<file path="src/pkg/bics_defs.vh">
// Register map, field layout and reset values of the bus interface config/status bank
`ifndef BICS_DEFS_VH
`define BICS_DEFS_VH

// ****************************************************************
// Register indices (byte address is four times the index)
// ****************************************************************
`define BICS_IDX_W           21
`define BICS_IDX_SYS_CFG     21'h1F0080
`define BICS_IDX_BUS_LOCK    21'h1F0083
`define BICS_IDX_SDRAM_CFG   21'h1F0084
`define BICS_IDX_SYS_STAT    21'h1F0086
`define BICS_IDX_SYS_STAT_CL 21'h1F0087
`define BICS_IDX_TEN_LIMIT   21'h1F008C
`define BICS_IDX_TEN_COUNT   21'h1F008D

// ****************************************************************
// Field widths and positions
// ****************************************************************
`define BICS_SYS_CFG_W       22
`define BICS_HALF_W          16
`define BICS_SDRAM_EN_BIT    0
`define BICS_ERR_SELF_BIT    19
`define BICS_ERR_SDRAM_BIT   18
`define BICS_ERR_ADMA_BIT    17
`define BICS_ERR_BCAST_BIT   16
`define BICS_STRAP_HI_W      8
`define BICS_STRAP_LO_W      4

// ****************************************************************
// Reset values and special counts
// ****************************************************************
`define BICS_SYS_CFG_RST     22'h009067
`define BICS_HALF_ZERO       16'h0000
`define BICS_TEN_DISABLED    16'hFFFF
`define BICS_TEN_EXPIRED     16'h0000

// ****************************************************************
// AXI4-Lite responses
// ****************************************************************
`define BICS_RESP_OKAY       2'h0
`define BICS_RESP_SLVERR     2'h2

`endif

</file>
<file path="src/rtl/bics_sync2.v">
// Two-flop synchroniser for pin levels entering the core clock domain
`timescale 1ns/10ps
`default_nettype none

module bics_sync2 #(
  parameter WIDTH = 1
) (
  input  wire             aclk,
  input  wire [WIDTH-1:0] async_in,
  output wire [WIDTH-1:0] sync_out
);

  // No reset: the level must keep flowing while reset is held so that
  // straps can be caught before release
  reg [WIDTH-1:0] meta_q;
  reg [WIDTH-1:0] sync_q;

  always @(posedge aclk)
  begin
    meta_q <= async_in;
    sync_q <= meta_q;
  end

  assign sync_out = sync_q;

endmodule // bics_sync2

`default_nettype wire

</file>
<file path="src/rtl/bics_regs.v">
// Bus interface configuration and status register bank with AXI4-Lite slave
//
// Added by the designer: the AXI4-Lite slave port.
`timescale 1ns/10ps
`default_nettype none
`include "bics_defs.vh"

// Summary of operation
// RULE1: system config resets low bits to 0x009067
// RULE2: user mode, strap off: config write once
// RULE3: SDRAM config uses same write-once lock
// RULE4: strap on at reset: unlimited user writes
// RULE5: supervisor writes to configs always take effect
// RULE6: SDRAM config resets zero, SDRAM disabled
// RULE7: bus lock resets zero, upper half zero
// RULE8: status read-only, straps in low nibbles
// RULE9: plain status read leaves contents unchanged
// RULE10: alias read returns then clears bits 19:16
// RULE11: set self-read error on illegal self read
// RULE12: set SDRAM error on uninitialised SDRAM access
// RULE13: set auto-DMA error on uninitialised channel
// RULE14: set broadcast error on foreign broadcast read
// RULE15: tenure limit holds 16 bits, upper zero
// RULE16: tenure limit reads written value, not count
// RULE17: limit all ones disables the counter
// RULE18: tenure count read-only live, resets all ones
// RULE19: load on grant, decrement, request release
// RULE20: write-once state re-armed by reset only
module bics_regs #(
  parameter ADDR_W = 23
) (
  input  wire                        aclk,
  input  wire                        aresetn,
  // AXI4-Lite slave
  input  wire [ADDR_W-1:0]           s_axi_awaddr,
  input  wire                        s_axi_awvalid,
  output wire                        s_axi_awready,
  input  wire [31:0]                 s_axi_wdata,
  input  wire [3:0]                  s_axi_wstrb,
  input  wire                        s_axi_wvalid,
  output wire                        s_axi_wready,
  output wire [1:0]                  s_axi_bresp,
  output wire                        s_axi_bvalid,
  input  wire                        s_axi_bready,
  input  wire [ADDR_W-1:0]           s_axi_araddr,
  input  wire                        s_axi_arvalid,
  output wire                        s_axi_arready,
  output wire [31:0]                 s_axi_rdata,
  output wire [1:0]                  s_axi_rresp,
  output wire                        s_axi_rvalid,
  input  wire                        s_axi_rready,
  // Core state and strap pins
  input  wire                        supervisor_mode,
  input  wire                        config_write_unlock_strap,
  input  wire [`BICS_STRAP_HI_W-1:0] status_strap_hi,
  input  wire [`BICS_STRAP_LO_W-1:0] status_strap_lo,
  // Error events, one-cycle pulses from core logic
  input  wire                        self_read_evt,
  input  wire                        sdram_access_evt,
  input  wire                        auto_dma_uninit_evt,
  input  wire                        bcast_read_evt,
  // External bus mastership
  input  wire                        bus_master,
  output wire                        bus_release_req,
  // Configuration towards the bus interface
  output wire [`BICS_SYS_CFG_W-1:0]  system_config,
  output wire [`BICS_HALF_W-1:0]     bus_lock_control,
  output wire [`BICS_HALF_W-1:0]     sdram_config
);

  // ****************************************************************
  // Strap synchronisation and capture
  // ****************************************************************
  localparam STRAP_W = 1 + `BICS_STRAP_HI_W + `BICS_STRAP_LO_W;

  wire [STRAP_W-1:0] strap_s;
  reg                unlock_q;
  reg [`BICS_STRAP_HI_W-1:0] strap_hi_q;
  reg [`BICS_STRAP_LO_W-1:0] strap_lo_q;

  bics_sync2 #(
    .WIDTH    (STRAP_W)
  ) i_bics_sync2 (
    .aclk     (aclk),
    .async_in ({config_write_unlock_strap, status_strap_hi, status_strap_lo}),
    .sync_out (strap_s)
  );

  // Straps are sampled every cycle while reset is held; the last value
  // before release is kept
  always @(posedge aclk)
  begin
    if (!aresetn)
    begin
      unlock_q   <= strap_s[STRAP_W-1];
      strap_hi_q <= strap_s[STRAP_W-2:`BICS_STRAP_LO_W];
      strap_lo_q <= strap_s[`BICS_STRAP_LO_W-1:0];
    end
  end

  // ****************************************************************
  // Byte-lane merge
  // ****************************************************************
  function [31:0] bics_merge;
    input [31:0] old;
    input [31:0] data;
    input [3:0]  strb;
    integer      i;
    begin
      bics_merge = old;
      for (i = 0; i < 4; i = i + 1)
        if (strb[i])
          bics_merge[i*8 +: 8] = data[i*8 +: 8];
    end
  endfunction

  // ****************************************************************
  // Write channel
  // ****************************************************************
  reg                awready_q;
  reg                wready_q;
  reg                bvalid_q;
  reg [1:0]          bresp_q;
  reg                aw_got_q;
  reg                w_got_q;
  reg [`BICS_IDX_W-1:0] widx_q;
  reg [31:0]         wdata_q;
  reg [3:0]          wstrb_q;

  wire wr_do = aw_got_q & w_got_q & ~bvalid_q;
  wire wr_sys   = wr_do & (widx_q == `BICS_IDX_SYS_CFG);
  wire wr_lock  = wr_do & (widx_q == `BICS_IDX_BUS_LOCK);
  wire wr_sdram = wr_do & (widx_q == `BICS_IDX_SDRAM_CFG);
  wire wr_limit = wr_do & (widx_q == `BICS_IDX_TEN_LIMIT);
  wire wr_known = wr_sys | wr_lock | wr_sdram | wr_limit;

  always @(posedge aclk)
  begin
    if (!aresetn)
    begin
      awready_q <= 1'b1;
      wready_q  <= 1'b1;
      bvalid_q  <= 1'b0;
      bresp_q   <= `BICS_RESP_OKAY;
      aw_got_q  <= 1'b0;
      w_got_q   <= 1'b0;
      widx_q    <= {`BICS_IDX_W{1'b0}};
      wdata_q   <= 32'h00000000;
      wstrb_q   <= 4'h0;
    end
    else
    begin
      if (s_axi_awvalid && awready_q)
      begin
        awready_q <= 1'b0;
        aw_got_q  <= 1'b1;
        widx_q    <= s_axi_awaddr[`BICS_IDX_W+1:2];
      end
      if (s_axi_wvalid && wready_q)
      begin
        wready_q <= 1'b0;
        w_got_q  <= 1'b1;
        wdata_q  <= s_axi_wdata;
        wstrb_q  <= s_axi_wstrb;
      end
      if (wr_do)
      begin
        aw_got_q <= 1'b0;
        w_got_q  <= 1'b0;
        bvalid_q <= 1'b1;
        // Read-only and unmapped words answer SLVERR; locked writes stay OKAY
        bresp_q  <= wr_known ? `BICS_RESP_OKAY : `BICS_RESP_SLVERR;
      end
      else if (bvalid_q && s_axi_bready)
      begin
        bvalid_q  <= 1'b0;
        awready_q <= 1'b1;
        wready_q  <= 1'b1;
      end
    end
  end

  // ****************************************************************
  // Configuration registers and write-once lock
  // ****************************************************************
  reg [`BICS_SYS_CFG_W-1:0] sys_cfg_q;
  reg [`BICS_HALF_W-1:0]    lock_q;
  reg [`BICS_HALF_W-1:0]    sdram_q;
  reg [`BICS_HALF_W-1:0]    limit_q;
  reg                       sys_written_q;
  reg                       sdram_written_q;

  wire [31:0] sys_new   = bics_merge({10'h000, sys_cfg_q}, wdata_q, wstrb_q);
  wire [31:0] lock_new  = bics_merge({16'h0000, lock_q}, wdata_q, wstrb_q);
  wire [31:0] sdram_new = bics_merge({16'h0000, sdram_q}, wdata_q, wstrb_q);
  wire [31:0] limit_new = bics_merge({16'h0000, limit_q}, wdata_q, wstrb_q);

  wire sys_open   = supervisor_mode | unlock_q | ~sys_written_q;   // RULE2 RULE4 RULE5
  wire sdram_open = supervisor_mode | unlock_q | ~sdram_written_q; // RULE3 RULE4 RULE5

  always @(posedge aclk)
  begin
    if (!aresetn)
    begin
      sys_cfg_q       <= `BICS_SYS_CFG_RST; // RULE1
      lock_q          <= `BICS_HALF_ZERO;   // RULE7
      sdram_q         <= `BICS_HALF_ZERO;   // RULE6
      limit_q         <= `BICS_TEN_DISABLED;
      sys_written_q   <= 1'b0;              // RULE20
      sdram_written_q <= 1'b0;              // RULE20
    end
    else
    begin
      if (wr_sys)
      begin
        sys_written_q <= 1'b1; // RULE2
        if (sys_open)
          sys_cfg_q <= sys_new[`BICS_SYS_CFG_W-1:0];
      end
      if (wr_sdram)
      begin
        sdram_written_q <= 1'b1; // RULE3
        if (sdram_open)
          sdram_q <= sdram_new[`BICS_HALF_W-1:0];
      end
      if (wr_lock)
        lock_q <= lock_new[`BICS_HALF_W-1:0];
      if (wr_limit)
        limit_q <= limit_new[`BICS_HALF_W-1:0]; // RULE15
    end
  end

  // ****************************************************************
  // Error flags
  // ****************************************************************
  reg [3:0] err_q;
  wire      rd_take;
  wire      rd_clear;

  wire [3:0] err_set = {self_read_evt,                                     // RULE11
                        sdram_access_evt & ~sdram_q[`BICS_SDRAM_EN_BIT],   // RULE12
                        auto_dma_uninit_evt,                               // RULE13
                        bcast_read_evt};                                   // RULE14

  // A new event in the clearing cycle survives: set wins over clear
  always @(posedge aclk)
  begin
    if (!aresetn)
      err_q <= 4'h0;
    else if (rd_take && rd_clear)
      err_q <= err_set; // RULE10
    else
      err_q <= err_q | err_set;
  end

  wire [31:0] status_word = {12'h000, err_q, strap_hi_q, 4'h0, strap_lo_q}; // RULE8

  // ****************************************************************
  // Bus tenure counter
  // ****************************************************************
  reg [`BICS_HALF_W-1:0] count_q;
  reg                    master_q;
  reg                    release_q;

  wire ten_enabled = (limit_q != `BICS_TEN_DISABLED); // RULE17
  wire ten_grant   = bus_master & ~master_q;

  always @(posedge aclk)
  begin
    if (!aresetn)
    begin
      count_q   <= `BICS_TEN_DISABLED; // RULE18
      master_q  <= 1'b0;
      release_q <= 1'b0;
    end
    else
    begin
      master_q <= bus_master;
      if (!bus_master)
      begin
        count_q   <= `BICS_TEN_DISABLED;
        release_q <= 1'b0;
      end
      else if (ten_grant)
      begin
        count_q   <= ten_enabled ? limit_q : `BICS_TEN_DISABLED; // RULE17 RULE19
        release_q <= 1'b0;
      end
      else if (count_q != `BICS_TEN_DISABLED)
      begin
        if (count_q == `BICS_TEN_EXPIRED)
          release_q <= 1'b1; // RULE19
        else
          count_q <= count_q - 16'h0001; // RULE19
      end
    end
  end

  // ****************************************************************
  // Read channel
  // ****************************************************************
  reg        arready_q;
  reg        rvalid_q;
  reg [31:0] rdata_q;
  reg [1:0]  rresp_q;
  reg [31:0] rd_word;
  reg        rd_hit;

  wire [`BICS_IDX_W-1:0] ridx = s_axi_araddr[`BICS_IDX_W+1:2];

  assign rd_take  = s_axi_arvalid & arready_q;
  assign rd_clear = (ridx == `BICS_IDX_SYS_STAT_CL);

  always @*
  begin
    rd_word = 32'h00000000;
    rd_hit  = 1'b1;
    case (ridx)
      `BICS_IDX_SYS_CFG:     rd_word = {10'h000, sys_cfg_q};
      `BICS_IDX_BUS_LOCK:    rd_word = {16'h0000, lock_q};   // RULE7
      `BICS_IDX_SDRAM_CFG:   rd_word = {16'h0000, sdram_q};  // RULE6
      `BICS_IDX_SYS_STAT:    rd_word = status_word;          // RULE9
      `BICS_IDX_SYS_STAT_CL: rd_word = status_word;          // RULE10
      `BICS_IDX_TEN_LIMIT:   rd_word = {16'h0000, limit_q};  // RULE16
      `BICS_IDX_TEN_COUNT:   rd_word = {16'h0000, count_q};  // RULE18
      default:               rd_hit  = 1'b0;
    endcase
  end

  always @(posedge aclk)
  begin
    if (!aresetn)
    begin
      arready_q <= 1'b1;
      rvalid_q  <= 1'b0;
      rdata_q   <= 32'h00000000;
      rresp_q   <= `BICS_RESP_OKAY;
    end
    else if (rd_take)
    begin
      arready_q <= 1'b0;
      rvalid_q  <= 1'b1;
      rdata_q   <= rd_word;
      rresp_q   <= rd_hit ? `BICS_RESP_OKAY : `BICS_RESP_SLVERR;
    end
    else if (rvalid_q && s_axi_rready)
    begin
      rvalid_q  <= 1'b0;
      arready_q <= 1'b1;
    end
  end

  // ****************************************************************
  // Outputs
  // ****************************************************************
  assign s_axi_awready    = awready_q;
  assign s_axi_wready     = wready_q;
  assign s_axi_bvalid     = bvalid_q;
  assign s_axi_bresp      = bresp_q;
  assign s_axi_arready    = arready_q;
  assign s_axi_rvalid     = rvalid_q;
  assign s_axi_rdata      = rdata_q;
  assign s_axi_rresp      = rresp_q;
  assign bus_release_req  = release_q;
  assign system_config    = sys_cfg_q;
  assign bus_lock_control = lock_q;
  assign sdram_config     = sdram_q;

endmodule // bics_regs

`default_nettype wire

</file>
<file path="config.mk">
export PLATFORM = sky130hd
export DESIGN_NAME = bics_regs
export DESIGN_NICKNAME = d
export VERILOG_FILES = /design/src/rtl/bics_sync2.v /design/src/rtl/bics_regs.v
export VERILOG_INCLUDE_DIRS = /design/src /design/src/pkg
export SDC_FILE = /design/constraint.sdc
export NUM_CORES = 1
export LEC_CHECK = 0
export ABC_AREA = 1
export BUFFER_PORTS_ARGS = -buffer_cell sky130_fd_sc_hd__buf_2
export CAP_MARGIN = 10
export CORE_UTILIZATION = 25
export CTS_CLUSTER_DIAMETER = 150
export DETAILED_ROUTE_END_ITERATION = 8
export PLACE_DENSITY = 0.46
export SLEW_MARGIN = 5
export SYNTH_ARGS = -nofsm -noshare
export SYNTH_HDL_FRONTEND = slang
export SYNTH_HIERARCHICAL = 1
export SYNTH_SLANG_ARGS = --single-unit
</file>
<file path="constraint.sdc">
create_clock -name aclk -period 2.2 [get_ports aclk]
set_clock_uncertainty 0.1 [all_clocks]
set_input_delay 0.44 -clock aclk [delete_from_list [all_inputs] [get_ports aclk]]
set_output_delay 0.44 -clock aclk [all_outputs]
set_load 0.02 [all_outputs]
</file>
* After elaboration in Yosys (flattened, before gate mapping) *
Cells that the tools add are included.
W data, S select, Z words.

operators by class
  $add $sub $neg = 1
  equality and inequality tests = 14
  multiplexer cells = 21
  bitwise operators = 23
  reductions and logical operators = 25

operator list
  kind                     count
  $eq A21 B21 Y1 const B   11
  $pmux W22 S6             1
  $mux W16                 4
  $ne A16 B16 Y1 const B   2
  $logic_not A16 Y1        1
  $sub A16 B1 Y16 const B  1
  $reduce_and A3 Y1        5
  $reduce_and A2 Y1        7
  $mux W1                  13
  $and A1 B1 Y1            9
  $not A1 Y1               7
  $reduce_or A7 Y1         1
  $or A1 B1 Y1             6
  $reduce_bool A2 Y1       3
  $logic_and A1 B1 Y1      5
  $mux W2                  2
  $mux W4                  1
  $or A4 B4 Y4             1
  $reduce_or A2 Y1         2
  $reduce_or A3 Y1         1
  $ne A2 B2 Y1 const B     1

word-level totals
  register bits = 222
  output and inout port bits = 96
  word-level logic and storage cells = 117

* Logic depth before layout (Yosys ltp) *
  depth in word-level cells = 7
  gate-level depth with buffers = 12
  gate-level depth less buffers = 11

* Modules after synthesis *
Netlist, hierarchy kept.

modules (own cells, without submodules)
  module      instances  cells each  area each (sq um)  sequential area each (sq um)
  bics_regs   1          1207        8647.0             3813.7
  bics_sync2  1          26          520.5              520.5

* Worst setup path after synthesis *
OpenSTA, ideal clock, no wires.

  path type = input port to flip-flop
  from = input aresetn
  to = register strap_hi_q[0] (enable)
  library setup time = 0.383 ns
  arrival = 1.308 ns
  data required time = 1.717 ns
  slack = 0.410 ns
  stages on the path = 3
  path buffers = 2
  cell sequence = buf_2 clkinv_1 buf_1

RTL lines
  element               line            RTL
  start, declared       bics_regs.v:33  input wire aresetn,
  end signal, assigned  bics_regs.v:96  strap_hi_q <= strap_s[STRAP_W-2:`BICS_STRAP_LO_W];
  end, declared         bics_regs.v:78  reg [`BICS_STRAP_HI_W-1:0] strap_hi_q;

No word-level cell between the ends.

* Final worst setup path *
  from = register widx_q[0]
  to = register sys_cfg_q[0], in the netlist system_config[0]

between the ends
  longest elaborated chain between the ends = 3

RTL lines
  element                      line             RTL
  start, declared              bics_regs.v:126  reg [`BICS_IDX_W-1:0] widx_q;
  start signal, assigned       bics_regs.v:147  widx_q <= {`BICS_IDX_W{1'b0}};
  start signal, assigned       bics_regs.v:157  widx_q <= s_axi_awaddr[`BICS_IDX_W+1:2];
  $eq A21 B21 Y1 (no line)     --
  $and A1 B1 Y1                bics_regs.v:131  wire wr_sys = wr_do & (widx_q == `BICS_IDX_SYS_CFG);
  $reduce_and A3 Y1 (no line)  --
  end signal, assigned         bics_regs.v:205  sys_cfg_q <= `BICS_SYS_CFG_RST;
  end signal, assigned         bics_regs.v:218  sys_cfg_q <= sys_new[`BICS_SYS_CFG_W-1:0];
  end, declared                bics_regs.v:186  reg [`BICS_SYS_CFG_W-1:0] sys_cfg_q;

Every way passes these cells.
A chain may end at the register's enable or synchronous reset.

==> tab_implementation.tex <==
\begin{tabular}{lr}
\hline
Metric & Value \\
\hline
\multicolumn{2}{l}{\textbf{Outcome}} \\
Run status & finished with violations \\
Violations in the final reports & DRC \\
\multicolumn{2}{l}{\textbf{Clocking}} \\
H-tree lvl count & 1 \\
TritonCTS clock tree & yes \\
TritonCTS Sinks & 210 \\
TritonCTS buffer count & 27 \\
Clock transition at the registers of the reported paths & 0.06 ns \\
Post-CTS setup buffer count & 0 \\
Worst-Skew Late Latency & 0.55 ns \\
Clock buffer depth & 3 \\
Buffer type at the clock tree root & sky130\_fd\_sc\_hd\_\_clkbuf\_16 \\
Gates resized, CTS repair & 0 \\
Cts-stage hold buffer count & 16 \\
\multicolumn{2}{l}{\textbf{Synth}} \\
Xor and xnor area share after synthesis & 0.764\% \\
Main combinational cell family by area after synthesis & simple AND/OR/NAND/NOR gates \\
Syn Std Cell Area & 0.00917 mm² \\
Cell taking the most area after synthesis & sky130\_fd\_sc\_hd\_\_dfxtp\_1 \\
Area share of and/or/nand/nor cells after synthesis & 31.3\% \\
Fraction of the mapped netlist area in compound gates & 11.7\% \\
Mux contribution to synthesized area & 0.328\% \\
Synthesized-area fraction occupied by adder cells & 0.409\% \\
Area contributors post-synth & sky130\_fd\_sc\_hd\_\_dfxtp\_1, sky130\_fd\_sc\_hd\_\_nand2\_1, sky130\_fd\_sc\_hd\_\_nor2\_1 \\
Synth cell count leaders & sky130\_fd\_sc\_hd\_\_nand2\_1, sky130\_fd\_sc\_hd\_\_nor2\_1, sky130\_fd\_sc\_hd\_\_dfxtp\_1 \\
Number of distinct library cell variants in the gate-level netlist after synthesis & 40 \\
Area share of the largest cell type after synthesis & 43.0\% \\
Top FF cell, synth & sky130\_fd\_sc\_hd\_\_dfxtp\_1 \\
Most numerous cell in the Yosys netlist & sky130\_fd\_sc\_hd\_\_nand2\_1 \\
Synthesis Warnings & 6 \\
Number of synthesized flops with an enable pin & 13 \\
Fraction of registers with async set/reset & 0\% \\
Share of the yosys chip area belonging to registers & 47.3\% \\
Flip-flop and latch count after synthesis & 210 \\
Syn\_area\_per\_cell & 7.44 µm² \\
Cells after Synth & 1,233 \\
\multicolumn{2}{l}{\textbf{Floorplanning}} \\
Initial Util & 25.6\% \\
Vertical extent of the die & 193 µm \\
Count of standard-cell rows & 69 \\
Core Footprint & 0.0358 mm² \\
Die X & 193 µm \\
Overall die area & 0.0374 mm² \\
Top Ports & 204 \\
\multicolumn{2}{l}{\textbf{Cells and area}} \\
Fin cells & 1,917 \\
Total area of sequential cells & 0.00433 mm² \\
Share of layout cells above drive strength 1 & 20.7\% \\
Post-layout instance area & 0.0117 mm² \\
Net total in the final layout & 1,544 \\
Area of the multi-input gates & 0.00412 mm² \\
Number of inserted filler cells in the final layout & 3,902 \\
Layout Area Growth over Synthesis & 28.0\% \\
\multicolumn{2}{l}{\textbf{Global route}} \\
Antenna violations before repair & 1 \\
Via count of the first global-routing pass & 8,455 \\
Grt total ovfl & 0 \\
Wire length of the first global-routing pass & 48,700 µm \\
Global routing usage summed across all routing layers & 16.7\% \\
Pin count of the biggest net entering global routing & 77 \\
\multicolumn{2}{l}{\textbf{Hold path}} \\
Min-Delay Endpoint & err\_q[1] \\
Worst hold stages & 3 \\
Hold path startpoint & auto\_dma\_uninit\_evt \\
HP Class & primary input to flop \\
\multicolumn{2}{l}{\textbf{STA}} \\
Unrepaired setup endpoints after global routing & no \\
Worst hold slack & 0.0331 ns \\
Final setup vio count & 0 \\
Hold violation total from the final report & 0 \\
Sum of negative setup slack & 0 ns \\
Pins over their slew limit & 0 \\
Maximum clock frequency & 529 MHz \\
Worst Max-Slew Pin Slew & 0.670 ns \\
Rel. slew slack & 55.3\% \\
Shortest period the worst path allows & 1.89 ns \\
Share of the clock period used by the worst path after layout & 86.0\% \\
\multicolumn{2}{l}{\textbf{Worst setup path}} \\
Max FO, Critical Path & 13 \\
Endpoint of the worst register-to-register path & system\_config[0] \\
Critical path required time & 2.52 ns \\
Nature of the critical path endpoint & flop \\
Arrival time of data at the critical path endpoint & 2.21 ns \\
Startpoint kind of the worst setup timing path & flop \\
Class of the most critical setup path & flop to flop \\
Worst setup slack for register-to-register paths & 0.31 ns \\
Logic depth of the worst register-to-register path & 7 \\
Worst Setup SP & widx\_q[0] \\
Launch instance of the worst register-to-register path & widx\_q[0] \\
\multicolumn{2}{l}{\textbf{Placement}} \\
Cell total after placement & 1,849 \\
Final weighted congestion of routability-driven global placement & 0.870 \\
Port Buffers & 176 \\
Cell Area, Placed & 0.0106 mm² \\
Hpwl dp & 23,800 µm \\
\multicolumn{2}{l}{\textbf{Routing}} \\
Avg Vias per Cell & 4.51 \\
Residual antenna-violating net count after detailed routing & 0 \\
Remaining routing DRC violations & 20 \\
1st-pass router iterations & 6 \\
Routed WL & 31,600 µm \\
Count of routing violations after the opening detailed-route iteration & 504 \\
Routed length per placed instance & 16.5 µm \\
DR vias & 8,644 \\
\multicolumn{2}{l}{\textbf{Flow run}} \\
Number of max-cap violations & 0 \\
\multicolumn{2}{l}{\textbf{Pwr}} \\
Total power of the final layout & 9.62 mW \\
Largest vdd supply drop & 0.660 mV \\
Pwr per Cell Area & 820 mW/mm² \\
Static power due to leakage & 5.57 nW \\
\hline
\end{tabular}
-- state kept, by name, summed over array words and instances, names as in the netlist, 3 cells and up --
register               flops
widx_q                    21
system_config             22
i_bics_sync2/meta_q       13
i_bics_sync2/sync_out     13
wdata_q                   22
limit_q                   16
s_axi_rdata               22
strap_hi_q                 8
bus_lock_control          16
sdram_config              16
count_q                   16
wstrb_q                    3
strap_lo_q                 4
err_q                      4
-- cell type report --
cell class | count | share of cell area [%]
repair buffers | 231 | 11.9
clock buffers | 40 | 6.69
clock inverters | 10 | 1.24
multi-input cells | 864 | 35.1
diodes | 2 | 0.0426
flip-flops and latches | 210 | 36.9
inverters | 99 | 3.17
well taps | 461 | 4.92
-- worst max-delay path: stages, from the launching register on --
cell and delay [ns]:
sky130_fd_sc_hd__dfxtp_1 0.32, sky130_fd_sc_hd__or2_4 0.27, sky130_fd_sc_hd__nor2_4 0.15, sky130_fd_sc_hd__nand3_1 0.13, sky130_fd_sc_hd__nor2_4 0.19, sky130_fd_sc_hd__nand3_2 0.34
sky130_fd_sc_hd__nand2_1 0.18, sky130_fd_sc_hd__o211ai_2 0.08
-- worst max-delay path by stage --
stage / depth (start not counted) / endpoint / slack [ns]
3_3_place_gp: 11 / s_axi_rdata[1] / 0.19
2_1_floorplan: 3 / strap_hi_q[0] / 0.41
4_1_cts: 9 / system_config[1] / 0.24
6_report: 7 / system_config[0] / 0.31
3_5_place_dp: 11 / s_axi_rdata[1] / 0.17
5_1_grt: 9 / system_config[10] / 0.1
-- where the power goes --
group | leakage [nW] | switching [mW] | internal (mW)
Sequential | 1.74 | 0.132 | 4.01
Combinational | 3.37 | 0.578 | 0.316
Clock | 0.454 | 1.76 | 2.83
-- kinds of logic after synthesis --
family                     count (synthesis)
xor gates and xnor gates                   8
and+or+nand+nor                          643
buffers and inverters                    170
AOI/OAI and AO/OA                        195
DFF                                      210
adders and majority gates                  3
other                                      1
muxes                                      3
-- metrics by stage --
step	setup slack, ns	utilization, %
floorplan	0.410	-
global placement	0.193	29.7
detailed placement	0.171	29.7
CTS	0.244	32.7
global route	0.0997	32.7
finish	0.308	32.8
-- per-layer routing --
metal / track usage (%) / share of wire (%) / wire length, µm / up-vias
met5: 0 / 0 / 0 / -
met4: 3.91 / 2.1 / 661 / 0
met3: 2.53 / 4.0 / 1280 / 39
met2: 27.7 / 46 / 14400 / 181
met1: 22.8 / 48 / 15200 / 3994
li1: - / - / - / 4430
-- cells in the final DEF (no fill, tap or decap), drive strengths merged --
| cell | count |
|---|---|
| a31oi | 2 |
| o211ai | 23 |
| dfxtp | 197 |
| xor2 | 5 |
| clkbuf | 40 |
| clkinv | 7 |
| o21bai | 4 |
| ha | 3 |
| and2 | 1 |
| conb | 12 |
| nor3b | 2 |
| dlygate4sd3 | 16 |
| clkinvlp | 1 |
| o21ai | 89 |
| nor4 | 4 |
| a21oi | 77 |
| and3 | 3 |
| nor2 | 215 |
| nand4 | 32 |
| inv | 98 |
| nand3 | 114 |
| or2 | 1 |
| diode | 2 |
| nor3 | 12 |
| edfxtp | 13 |
| nand2 | 255 |
| nand3b | 4 |
| mux2i | 3 |
| bufinv | 3 |
| buf | 215 |
| xnor2 | 3 |
No activity file was read; power rests on OpenSTA's default activity.
